===== src/design/status_irq_pkg.sv =====
package status_irq_pkg;

  // Avalon byte address width and data width of the register slave.
  localparam int ADDR_W = 5;
  localparam int DATA_W = 32;

  // Byte offsets of the registers, one aligned word each.
  localparam logic [4:0] OFS_LIVE = 5'h00;
  localparam logic [4:0] OFS_STICKY = 5'h04;
  localparam logic [4:0] OFS_CLEAR = 5'h08;
  localparam logic [4:0] OFS_IRQ_EN = 5'h0c;
  localparam logic [4:0] OFS_MODE = 5'h10;

  // Number of conditions that own a sticky bit and an enable bit.
  localparam int NUM_SRC = 6;

  // Bit positions shared by the live, sticky, clear and enable layouts.
  localparam int SRC_REF0 = 0;
  localparam int SRC_REF1 = 1;
  localparam int SRC_PLL1 = 2;
  localparam int SRC_PLL2 = 3;
  localparam int SRC_HOLD = 4;
  localparam int SRC_REFV = 5;

  // Live-only bits that sit above the sticky sources.
  localparam int LIVE_VCO = 6;
  localparam int LIVE_SEL = 7;
  localparam int LIVE_W = 8;

  // Positions of the pin inputs inside the synchroniser vector.
  localparam int PIN_REF0 = 0;
  localparam int PIN_REF1 = 1;
  localparam int PIN_PLL1 = 2;
  localparam int PIN_PLL2 = 3;
  localparam int PIN_HOLD = 4;
  localparam int PIN_CALDONE = 5;
  localparam int PIN_SEL = 6;
  localparam int PIN_BUSY = 7;
  localparam int SYNC_W = 8;

  // Field of the selection mode register.
  localparam int MODE_LSB = 0;
  localparam int MODE_W = 2;

  // Reference selection modes that shape the reference-valid bit.
  typedef enum logic [1:0] {
    SEL_MANUAL,
    SEL_SHORT_HOLD,
    SEL_AUTO,
    SEL_AUTO_HOLD
  } sel_mode_t;

  // Reset values.
  localparam logic [NUM_SRC-1:0] IRQ_EN_RESET = 6'h00;
  localparam logic [NUM_SRC-1:0] STICKY_RESET = 6'h00;
  localparam logic [SYNC_W-1:0] SYNC_RESET = 8'h00;
  localparam logic [DATA_W-1:0] RDATA_RESET = 32'h0000_0000;

endpackage : status_irq_pkg


===== src/design/sticky_if.sv =====
// Carries fault events, clears and enables to the sticky bank and brings
// the latched bits and the combined pending flag back.
interface sticky_if;
  logic [status_irq_pkg::NUM_SRC-1:0] fault;
  logic [status_irq_pkg::NUM_SRC-1:0] clr;
  logic [status_irq_pkg::NUM_SRC-1:0] en;
  logic [status_irq_pkg::NUM_SRC-1:0] sticky;
  logic pending;

  modport bank (
    input fault,
    input clr,
    input en,
    output sticky,
    output pending
  );

  modport ctrl (
    output fault,
    output clr,
    output en,
    input sticky,
    input pending
  );
endinterface : sticky_if


===== src/design/pin_sync.sv =====
// Two-stage synchroniser for the asynchronous status pins.
module pin_sync (
  input wire logic clk_sys,
  input wire logic rst,
  input wire logic [status_irq_pkg::SYNC_W-1:0] pins,
  output logic [status_irq_pkg::SYNC_W-1:0] synced
);

  // Both stages live in one state record.
  typedef struct packed {
    logic [status_irq_pkg::SYNC_W-1:0] meta;
    logic [status_irq_pkg::SYNC_W-1:0] stable;
  } sync_state_t;

  sync_state_t s_reg;
  sync_state_t s_next;

  // The first stage is read only by the second stage.
  always_comb begin
    s_next.meta = pins;
    s_next.stable = s_reg.meta;
  end

  // Both stages clear to a constant on reset.
  always_ff @(posedge clk_sys or posedge rst) begin
    if (rst) begin
      s_reg.meta <= status_irq_pkg::SYNC_RESET;
      s_reg.stable <= status_irq_pkg::SYNC_RESET;
    end else begin
      s_reg <= s_next;
    end
  end

  assign synced = s_reg.stable;

endmodule : pin_sync


===== src/design/sticky_bank.sv =====
// Latched fault bits with write-one-to-clear and enable masking.
module sticky_bank (
  input wire logic clk_sys,
  input wire logic rst,
  sticky_if.bank port
);

  // The whole bank is one record of latched fault bits.
  typedef struct packed {
    logic [status_irq_pkg::NUM_SRC-1:0] sticky;
  } bank_state_t;

  bank_state_t s_reg;
  bank_state_t s_next;

  // A fault present in the clear cycle wins, so no event is lost and a
  // persisting fault re-sets its bit at once.
  always_comb begin
    s_next.sticky = (s_reg.sticky & ~port.clr) | port.fault;
  end

  // Latched faults start empty after reset.
  always_ff @(posedge clk_sys or posedge rst) begin
    if (rst) begin
      s_reg.sticky <= status_irq_pkg::STICKY_RESET;
    end else begin
      s_reg <= s_next;
    end
  end

  assign port.sticky = s_reg.sticky;
  // Only enabled latched faults count; all enables low means no pending.
  assign port.pending = |(s_reg.sticky & port.en);

endmodule : sticky_bank


===== src/design/status_irq_top.sv =====
// Notes on behaviour
// Live bits read current condition, never latched.
// Sticky bit set by event, write one clears.
// Clear fails while condition persists; bit re-sets.
// Enable zero masks sticky bit from interrupt.
// All enables zero: interrupt never asserts.
// Interrupt releases once enabled stickies are cleared.
// Both inputs: live, sticky, enable; 1 active.
// Lock and holdover bits active low, sticky, enable.
// Calibration bit live only, 1 while pending.
// Selection bit live only, 0 input0, 1 input1.
// Manual modes: ref-valid 0 when selected lost.
// Auto mode: ref-valid 0 while lost or selecting.
// Auto-holdover mode: ref-valid 0 while lost, holdover.
// Lock pin 1 only when both sticky locked.
// Software enables both lock-loss interrupts for both.
// Any enabled sticky set raises the interrupt.
// Second PLL lock loss: live, sticky, pin, interrupt.
// Interrupt output active low, level held.
//
// Implementation choices: the Avalon-MM slave port and the register addresses.
module status_irq_top (
  input wire logic clk_sys,
  input wire logic rst,
  // Avalon-MM slave port.
  input wire logic [status_irq_pkg::ADDR_W-1:0] address,
  input wire logic read,
  input wire logic write,
  input wire logic [status_irq_pkg::DATA_W-1:0] writedata,
  input wire logic [3:0] byteenable,
  output logic [status_irq_pkg::DATA_W-1:0] readdata,
  output logic waitrequest,
  // Asynchronous condition pins from the clocking core.
  input wire logic ref_in0_sense,
  input wire logic ref_in1_sense,
  input wire logic pll1_lock_sense,
  input wire logic pll2_lock_sense,
  input wire logic holdover_sense,
  input wire logic vco_cal_done_sense,
  input wire logic ref_sel_sense,
  input wire logic sel_busy_sense,
  // Device pins.
  output logic irq_out_n,
  output logic lock_out
);

  // All control state of the top level in one record.
  typedef struct packed {
    logic wait_req;
    logic [status_irq_pkg::DATA_W-1:0] rdata;
    logic [status_irq_pkg::NUM_SRC-1:0] irq_en;
    status_irq_pkg::sel_mode_t mode;
    logic irq_n;
    logic lock;
  } top_state_t;

  top_state_t s_reg;
  top_state_t s_next;

  // Raw and synchronised copies of the condition pins.
  logic [status_irq_pkg::SYNC_W-1:0] pin_vec;
  logic [status_irq_pkg::SYNC_W-1:0] pin_s;

  // Named views of the synchronised pins.
  logic ref_in0_live;
  logic ref_in1_live;
  logic pll1_locked_live_n;
  logic pll2_locked_live_n;
  logic holdover_live_n;
  logic vco_cal_pending;
  logic selected_input_live;
  logic sel_busy;

  // Derived reference-valid level and the assembled live word.
  logic selected_active;
  logic ref_valid_live;
  logic [status_irq_pkg::LIVE_W-1:0] live_word;

  // Bus decode helpers.
  logic accept;
  logic commit_wr;
  logic lane0;

  // Link to the sticky bank.
  sticky_if sif ();

  // Gather the pins into one vector for the synchroniser.
  always_comb begin
    pin_vec = '0;
    pin_vec[status_irq_pkg::PIN_REF0] = ref_in0_sense;
    pin_vec[status_irq_pkg::PIN_REF1] = ref_in1_sense;
    pin_vec[status_irq_pkg::PIN_PLL1] = pll1_lock_sense;
    pin_vec[status_irq_pkg::PIN_PLL2] = pll2_lock_sense;
    pin_vec[status_irq_pkg::PIN_HOLD] = holdover_sense;
    pin_vec[status_irq_pkg::PIN_CALDONE] = vco_cal_done_sense;
    pin_vec[status_irq_pkg::PIN_SEL] = ref_sel_sense;
    pin_vec[status_irq_pkg::PIN_BUSY] = sel_busy_sense;
  end

  // Every pin comes from the analog core's own timing, so all pass
  // two flip-flops before any logic here looks at them.
  pin_sync u_sync (
    .clk_sys(clk_sys),
    .rst(rst),
    .pins(pin_vec),
    .synced(pin_s)
  );

  // Live conditions; the reference, lock and holdover views read 1 as the healthy value.
  always_comb begin
    ref_in0_live = pin_s[status_irq_pkg::PIN_REF0];
    ref_in1_live = pin_s[status_irq_pkg::PIN_REF1];
    pll1_locked_live_n = pin_s[status_irq_pkg::PIN_PLL1];
    pll2_locked_live_n = pin_s[status_irq_pkg::PIN_PLL2];
    holdover_live_n = ~pin_s[status_irq_pkg::PIN_HOLD];
    vco_cal_pending = ~pin_s[status_irq_pkg::PIN_CALDONE];
    selected_input_live = pin_s[status_irq_pkg::PIN_SEL];
    sel_busy = pin_s[status_irq_pkg::PIN_BUSY];
  end

  // The reference-valid level depends on the selection mode that
  // software programmed, because the manual, auto and auto-holdover modes define loss differently.
  always_comb begin
    // Activity of whichever input is selected right now.
    selected_active = selected_input_live ? ref_in1_live : ref_in0_live;
    case (s_reg.mode)
      status_irq_pkg::SEL_MANUAL,
      status_irq_pkg::SEL_SHORT_HOLD: begin
        // Valid exactly while the selected input is present.
        ref_valid_live = selected_active;
      end
      status_irq_pkg::SEL_AUTO: begin
        // Low while lost and while priority selection is running.
        ref_valid_live = selected_active & ~sel_busy;
      end
      status_irq_pkg::SEL_AUTO_HOLD: begin
        // Low while lost and while the device still sits in holdover.
        ref_valid_live = selected_active & holdover_live_n;
      end
      default: begin
        ref_valid_live = selected_active;
      end
    endcase
  end

  // Assemble the live word and the fault vector for the sticky bank.
  always_comb begin
    live_word = '0;
    live_word[status_irq_pkg::SRC_REF0] = ref_in0_live;
    live_word[status_irq_pkg::SRC_REF1] = ref_in1_live;
    live_word[status_irq_pkg::SRC_PLL1] = pll1_locked_live_n;
    live_word[status_irq_pkg::SRC_PLL2] = pll2_locked_live_n;
    live_word[status_irq_pkg::SRC_HOLD] = holdover_live_n;
    live_word[status_irq_pkg::SRC_REFV] = ref_valid_live;
    live_word[status_irq_pkg::LIVE_VCO] = vco_cal_pending;
    live_word[status_irq_pkg::LIVE_SEL] = selected_input_live;
  end

  // A fault is a healthy bit gone low; the bank latches it.
  assign sif.fault = ~live_word[status_irq_pkg::NUM_SRC-1:0];
  assign sif.en = s_reg.irq_en;

  // The bank holds the latched faults and their masked pending flag.
  sticky_bank u_bank (
    .clk_sys(clk_sys),
    .rst(rst),
    .port(sif.bank)
  );

  // A request is taken on the first edge it is seen with waitrequest
  // high; the answer cycle follows with waitrequest low. Writes commit
  // on the edge the master sees waitrequest low, so each write acts
  // exactly once even though the master holds it for two cycles.
  assign accept = (read | write) & s_reg.wait_req;
  assign commit_wr = write & ~s_reg.wait_req;
  // Every field sits in the low byte, so only that lane matters.
  assign lane0 = byteenable[0];

  // Clear pulses reach the bank only in the committing cycle.
  always_comb begin
    sif.clr = '0;
    if (commit_wr && lane0 && address == status_irq_pkg::OFS_CLEAR) begin
      sif.clr = writedata[status_irq_pkg::NUM_SRC-1:0];
    end
  end

  // Next-state logic for the bus slave, the control registers and the
  // two registered pins.
  always_comb begin
    s_next = s_reg;
    // Waitrequest sits high by default and drops for one answer cycle.
    s_next.wait_req = ~accept;
    if (accept && read) begin
      // Read data are captured at the accept edge and stand through the
      // answer cycle; live bits show the condition at that moment.
      if (address == status_irq_pkg::OFS_LIVE) begin
        s_next.rdata = {{(status_irq_pkg::DATA_W -
          status_irq_pkg::LIVE_W){1'b0}}, live_word};
      end else if (address == status_irq_pkg::OFS_STICKY) begin
        // Latched faults read inverted, so 1 means healthy.
        s_next.rdata = {{(status_irq_pkg::DATA_W -
          status_irq_pkg::NUM_SRC){1'b0}}, ~sif.sticky};
      end else if (address == status_irq_pkg::OFS_IRQ_EN) begin
        s_next.rdata = {{(status_irq_pkg::DATA_W -
          status_irq_pkg::NUM_SRC){1'b0}}, s_reg.irq_en};
      end else if (address == status_irq_pkg::OFS_MODE) begin
        s_next.rdata = {{(status_irq_pkg::DATA_W -
          status_irq_pkg::MODE_W){1'b0}}, s_reg.mode};
      end else begin
        // Clear register and unmapped addresses read as zero.
        s_next.rdata = status_irq_pkg::RDATA_RESET;
      end
    end
    if (commit_wr && lane0) begin
      if (address == status_irq_pkg::OFS_IRQ_EN) begin
        s_next.irq_en = writedata[status_irq_pkg::NUM_SRC-1:0];
      end else if (address == status_irq_pkg::OFS_MODE) begin
        s_next.mode = status_irq_pkg::sel_mode_t'(
          writedata[status_irq_pkg::MODE_LSB +: status_irq_pkg::MODE_W]);
      end else begin
        // Read-only, clear and unmapped writes leave this state alone.
        s_next.irq_en = s_reg.irq_en;
      end
    end
    // Active-low level that stays low while any enabled latch is set
    // and rises once they are all cleared.
    s_next.irq_n = ~sif.pending;
    // Lock pin follows the latched lock bits of both PLLs, so a glitch
    // of lock stays visible until software clears it.
    s_next.lock = ~sif.sticky[status_irq_pkg::SRC_PLL1] &
      ~sif.sticky[status_irq_pkg::SRC_PLL2];
  end

  // State register; the interrupt pin idles released and the lock pin
  // idles low until the first clock after reset shows lock.
  always_ff @(posedge clk_sys or posedge rst) begin
    if (rst) begin
      s_reg.wait_req <= 1'b1;
      s_reg.rdata <= status_irq_pkg::RDATA_RESET;
      s_reg.irq_en <= status_irq_pkg::IRQ_EN_RESET;
      s_reg.mode <= status_irq_pkg::SEL_MANUAL;
      s_reg.irq_n <= 1'b1;
      s_reg.lock <= 1'b0;
    end else begin
      s_reg <= s_next;
    end
  end

  // Every top-level output comes straight from the state register.
  assign readdata = s_reg.rdata;
  assign waitrequest = s_reg.wait_req;
  assign irq_out_n = s_reg.irq_n;
  assign lock_out = s_reg.lock;

endmodule : status_irq_top


===== config.mk =====
export PLATFORM = sky130hd
export DESIGN_NAME = status_irq_top
export DESIGN_NICKNAME = d
export VERILOG_FILES = /design/src/design/status_irq_pkg.sv /design/src/design/sticky_if.sv /design/src/design/pin_sync.sv /design/src/design/sticky_bank.sv /design/src/design/status_irq_top.sv
export SDC_FILE = /design/constraint.sdc
export NUM_CORES = 1
export LEC_CHECK = 0
export BUFFER_PORTS_ARGS = -buffer_cell sky130_fd_sc_hd__buf_4
export CORE_UTILIZATION = 43
export CTS_BUF_LIST = sky130_fd_sc_hd__clkbuf_8
export DETAILED_ROUTE_END_ITERATION = 16
export GPL_TIMING_DRIVEN = 0
export PLACE_DENSITY = 0.74
export SYNTH_ARGS = -nofsm -noshare
export SYNTH_HDL_FRONTEND = slang
export SYNTH_HIERARCHICAL = 1
export SYNTH_SLANG_ARGS = --single-unit

===== constraint.sdc =====
create_clock -name clk_sys -period 2.45 [get_ports clk_sys]
set_clock_uncertainty 0.05 [all_clocks]
set_input_delay 0.1225 -clock clk_sys [delete_from_list [all_inputs] [get_ports clk_sys]]
set_output_delay 0.1225 -clock clk_sys [all_outputs]
set_load 0.005 [all_outputs]

After elaboration in Yosys (flattened, before gate mapping)

Cells that the tools add are included.

Equal/unequal tests: 7
Multiplexer cells: 7
Bitwise operators: 21
Reductions and logical operators: 9

Operator list:

| cell                 | count |
|---|---|
| $mux W6              | 3 |
| $not A6 Y6           | 3 |
| $and A6 B6 Y6        | 2 |
| $eq A5 B4 Y1 const B | 2 |
| $not A1 Y1           | 9 |
| $mux W8              | 1 |
| $or A6 B6 Y6         | 1 |
| $reduce_or A6 Y1     | 1 |
| $and A1 B1 Y1        | 5 |
| $eq A5 B3 Y1 const B | 1 |
| $eq A5 B5 Y1 const B | 1 |
| $logic_not A5 Y1     | 1 |
| $eq A2 B2 Y1 const B | 2 |
| $logic_and A1 B1 Y1  | 3 |
| $pmux W1 S3          | 1 |
| $reduce_and A3 Y1    | 1 |
| $eq A2 B1 Y1 const B | 1 |
| $logic_not A2 Y1     | 1 |
| $mux W2              | 1 |
| $reduce_and A2 Y1    | 1 |
| $reduce_or A2 Y1     | 1 |
| $mux W1              | 1 |
| $or A1 B1 Y1         | 1 |

Register bits after elaboration: 65
Input port bits: 53
Output and inout port bits: 35

Longest topological paths before layout

Word-level depth: 8
Mapped depth: 5
Mapped depth without buffers: 5

Hierarchy

The synthesis kept the hierarchy.

Modules (own cells, without submodules):

| module         | instances | cells each | area each (um2) |
|---|---|---|---|
| status_irq_top | 1         | 130        | 1,257.5 |
| pin_sync       | 1         | 17         | 404.1 |
| sticky_bank    | 1         | 23         | 251.5 |

Least setup slack after synthesis

Ideal clock, no wire load.

Path kind: register -> register
Start point: register s_reg, in the netlist waitrequest
End point: register s_reg, in the netlist sif.en[0]
Library setup time: 0.125 ns
Arrival: 1.330 ns
Setup slack: 0.945 ns
Stages on the path, launching flop included: 5
Buffers on the path: 1
Cells stage by stage: dfstp_2 > and4b_1 > and3_1 > buf_6 > mux2_4

Word-level cells in the longest chain between the ends: 4

RTL lines:

| what                        | RTL line              | source |
|---|---|---|
| start, declared             | status_irq_top.sv:57  | `top_state_t s_reg;` |
| start signal, assigned      | status_irq_top.sv:245 | `s_reg <= s_next;` |
| $not A1 Y1                  | status_irq_top.sv:175 | `assign commit_wr = write & ~s_reg.wait_req;` |
| $and A1 B1 Y1               | status_irq_top.sv:175 |  |
| $logic_and A1 B1 Y1         | status_irq_top.sv:214 | `if (commit_wr && lane0) begin` |
| $reduce_and A2 Y1 (no line) | n/a                   |  |

Every way passes these cells.
A chain may end at the register's enable or synchronous reset.

Worst setup path in the final report

Ends and elaborated chain as after synthesis.

==> summary.md <==
| Metric | Value |
|---|---|
| Initial antenna violation count | `0` |
| Leading cell types in the layout, fill and taps excluded | `buf_4 (65), dfrtp_1 (39), conb_1 (24)` |
| Share of cells above drive strength 1 | `36.7%` |
| Met3 Resource Use GR | `5.92%` |
| Synth unique cells | `35` |
| Synth Instances | `170` |
| Final hold violation count | `0` |
| Core area | `0.00414 sq mm` |
| Routed vias | `1324` |
| Worst EP required | `2580 ps` |
| Clock sink total | `41` |
| I/O Buffers | `33` |
| Setup crit start kind | `register` |
| Antenna diodes | `0` |
| Place WS | `842 ps` |
| Post CTS Setup Buffer Count | `0` |
| Die area | `0.00472 sq mm` |
| Largest net degree at the start of global routing | `20` |
| Critical path class | `register to register` |
| Met2 Use GR | `26.8%` |
| Pwr per Cell Area | `543 mW/mm^2` |
| Mapped Avg Cell Area | `11.3 sq um` |
| Final cell count without fillers | `295` |
| VDD IR max | `0.000309 V` |
| WL per Instance | `12.0 um` |
| Mux share of post-synthesis cell area | `7.52%` |
| Vias/cell | `4.49` |
| Min Hold Slack | `13.9 ps` |
| Dpl hpwl | `2.69 mm` |
| Setup Viol. Count Final | `0` |
| Clock Path Buffers | `2` |
| RSZ-0062 raised after global routing | `no` |
| Vias in the first global route | `1261` |
| M1 GR Usage | `22.5%` |
| Setup TNS | `0 ps` |
| ANT nets after route | `0` |
| Maxcap violations | `0` |
| Latest clock arrival within the worst-skew pair | `290 ps` |
| GRT Max-Usage Layer | `met2` |
| Worst Max-Slew Pin Slew | `720 ps` |
| Synth Warn # | `6` |
| Status | `completed` |
| Clock transition at the registers of the reported paths | `70 ps` |
| Initial drt markers | `58` |
| Root Buffer | `clkbuf_8` |
| Total leakage power | `1.25 nW` |
| Post-Route WL | `3.53 mm` |
| Util after Layout | `60.4%` |
| Initial Util | `46.2%` |
| Die Y-Extent | `68.7 um` |
| Total CTS buffers | `5` |
| Die W | `68.7 um` |
| R2r worst-path depth | `4` |
| GRT Total Usage | `17.5%` |
| Worst hold path type | `primary input to register` |
| FMAX | `637 MHz` |
| Period utilisation layout | `64.1%` |
| Most common cell after layout, fill and taps aside | `buf_4` |
| Grt total ovfl | `0` |
| Post-route setup slack | `881 ps` |
| Critical path arrival | `1700 ps` |
| Maximum net fanout on the critical path | `6` |
| Synth Area in Simple Gates | `9.94%` |
| CP Capture Type | `register` |
| Nets@finish | `297` |
| Count of pins over their slew limit | `0` |
| Post-Synth XOR/XNOR Area | `0%` |
| Hold depth | `2` |
| Tmin final | `1570 ps` |
| Post-Synth Adder-Cell Area | `0%` |
| CTS tree | `built` |
| Seq cells post-synth | `41` |
| Syn-to-layout area delta | `30.8%` |
| Num ports | `88` |
| Placer congestion estimate | `0.861` |
| CTS HTree Levels | `2` |
| Placed cells | `276` |
| Max_slew headroom | `52.0%` |
| Largest family of logic cells by synthesized area | `buffers and inverters` |
| # rows | `23` |
| Pre-antenna DRT Iters | `4` |
| Netlist Area Pre-Place | `0.00191 sq mm` |
| Sequential share of the synthesized area | `53.8%` |
| Compound-gate portion of the synthesized area | `11.2%` |
| DRC Markers | `0` |
| First-pass GRT wire length | `5.73 mm` |
## worst max-delay path: stages, from the launching register on
cell and delay [ps]:
dfstp_2 560, and4b_1 220, and3_1 190, buf_6 140, mux2_4 290
## layout make-up
class                   instances  area (sq um)
fillers                       367          1640
flip-flops and latches         41          1030
multi-input cells             100           639
repair buffers                 44           358
plain buffers                  35           268
clock buffers                   5          68.8
inverters                      17          63.8
well taps                      50          62.6
clock inverters                 3          13.8
## through the flow
stage                     cell area (sq um)  total power, W
after floorplan                        2000        0.000866
after global placement                 2310        0.000937
after detailed placement               2310        0.000941
after CTS                              2500         0.00138
after global routing                   2500         0.00143
final                                  2500         0.00136
## final timing paths
path | slack (ps) | end | start
min reg2reg | 300 | u_sync/synced[0] | u_sync/s_next[0]
min | 10 | sif.en[3] | writedata[3]
min in group asynchronous | 260 | u_bank/port.sticky[1] | rst
max in group asynchronous | 1430 | readdata[4] | rst
max | 880 | sif.en[0] | waitrequest
max reg2reg | 880 | sif.en[0] | waitrequest
## cells by family (layout without fill, tap and decap cells)
group	count (synthesis)	count (layout)
muxes	11	11
AOI/OAI and AO/OA	30	30
other	1	24
buffers and inverters	52	104
and+or+nand+nor	35	35
DFF	41	41
## layer usage
| metal | vias up | routed length (um) | share of wire [%] |
|---|---|---|---|
| met5 | - | 0 | 0 |
| met4 | 0 | 54 | 1.5 |
| met3 | 6 | 228 | 6.5 |
| met2 | 44 | 1680 | 48 |
| met1 | 616 | 1560 | 44 |
| li1 | 658 | - | - |
## timing repair
| action | in CTS | in global routing |
|---|---|---|
| endpoints found under the hold margin | 48 | 0 |
| gates resized for setup | 0 | 0 |
| hold buffers | 11 | 0 |
## where the power goes
part,internal (W),switching [W]
Combinational,0.000121,0.0000807
Sequential,0.000719,0.0000228
Clock,0.000193,0.000222
## cells in the mapped netlist
master / count / area share [%]
dfrtp_1: 39 / 51
buf_4: 32 / 13
inv_1: 17 / 3.3
nand2_1: 10 / 2.0
o21ai_0: 8 / 2.1
and2_1: 7 / 2.3
a22oi_1: 6 / 2.4
mux2_4: 6 / 4.7
a21o_1: 4 / 1.6
nor2_1: 4 / 0.78
mux2_2: 3 / 1.8
nand3_1: 3 / 0.78
a21o_2: 2 / 0.92
and3_1: 2 / 0.65
buf_6: 2 / 1.2
dfstp_2: 2 / 2.7
mux2i_1: 2 / 1.0
nor2b_1: 2 / 0.65
nor3_1: 2 / 0.52
o211ai_1: 2 / 0.78
a21oi_1: 1 / 0.26
a221o_1: 1 / 0.52
a22o_1: 1 / 0.46
a2bb2oi_1: 1 / 0.46
a32oi_1: 1 / 0.46
a41oi_1: 1 / 0.46
and4b_1: 1 / 0.52
buf_2: 1 / 0.26
conb_1: 1 / 0.20
nand2b_1: 1 / 0.33
nand4b_1: 1 / 0.46
nor2_2: 1 / 0.33
nor3b_2: 1 / 0.65
o221ai_1: 1 / 0.46
o311ai_0: 1 / 0.46
Note: power is estimated with default switching activity, not from simulation.
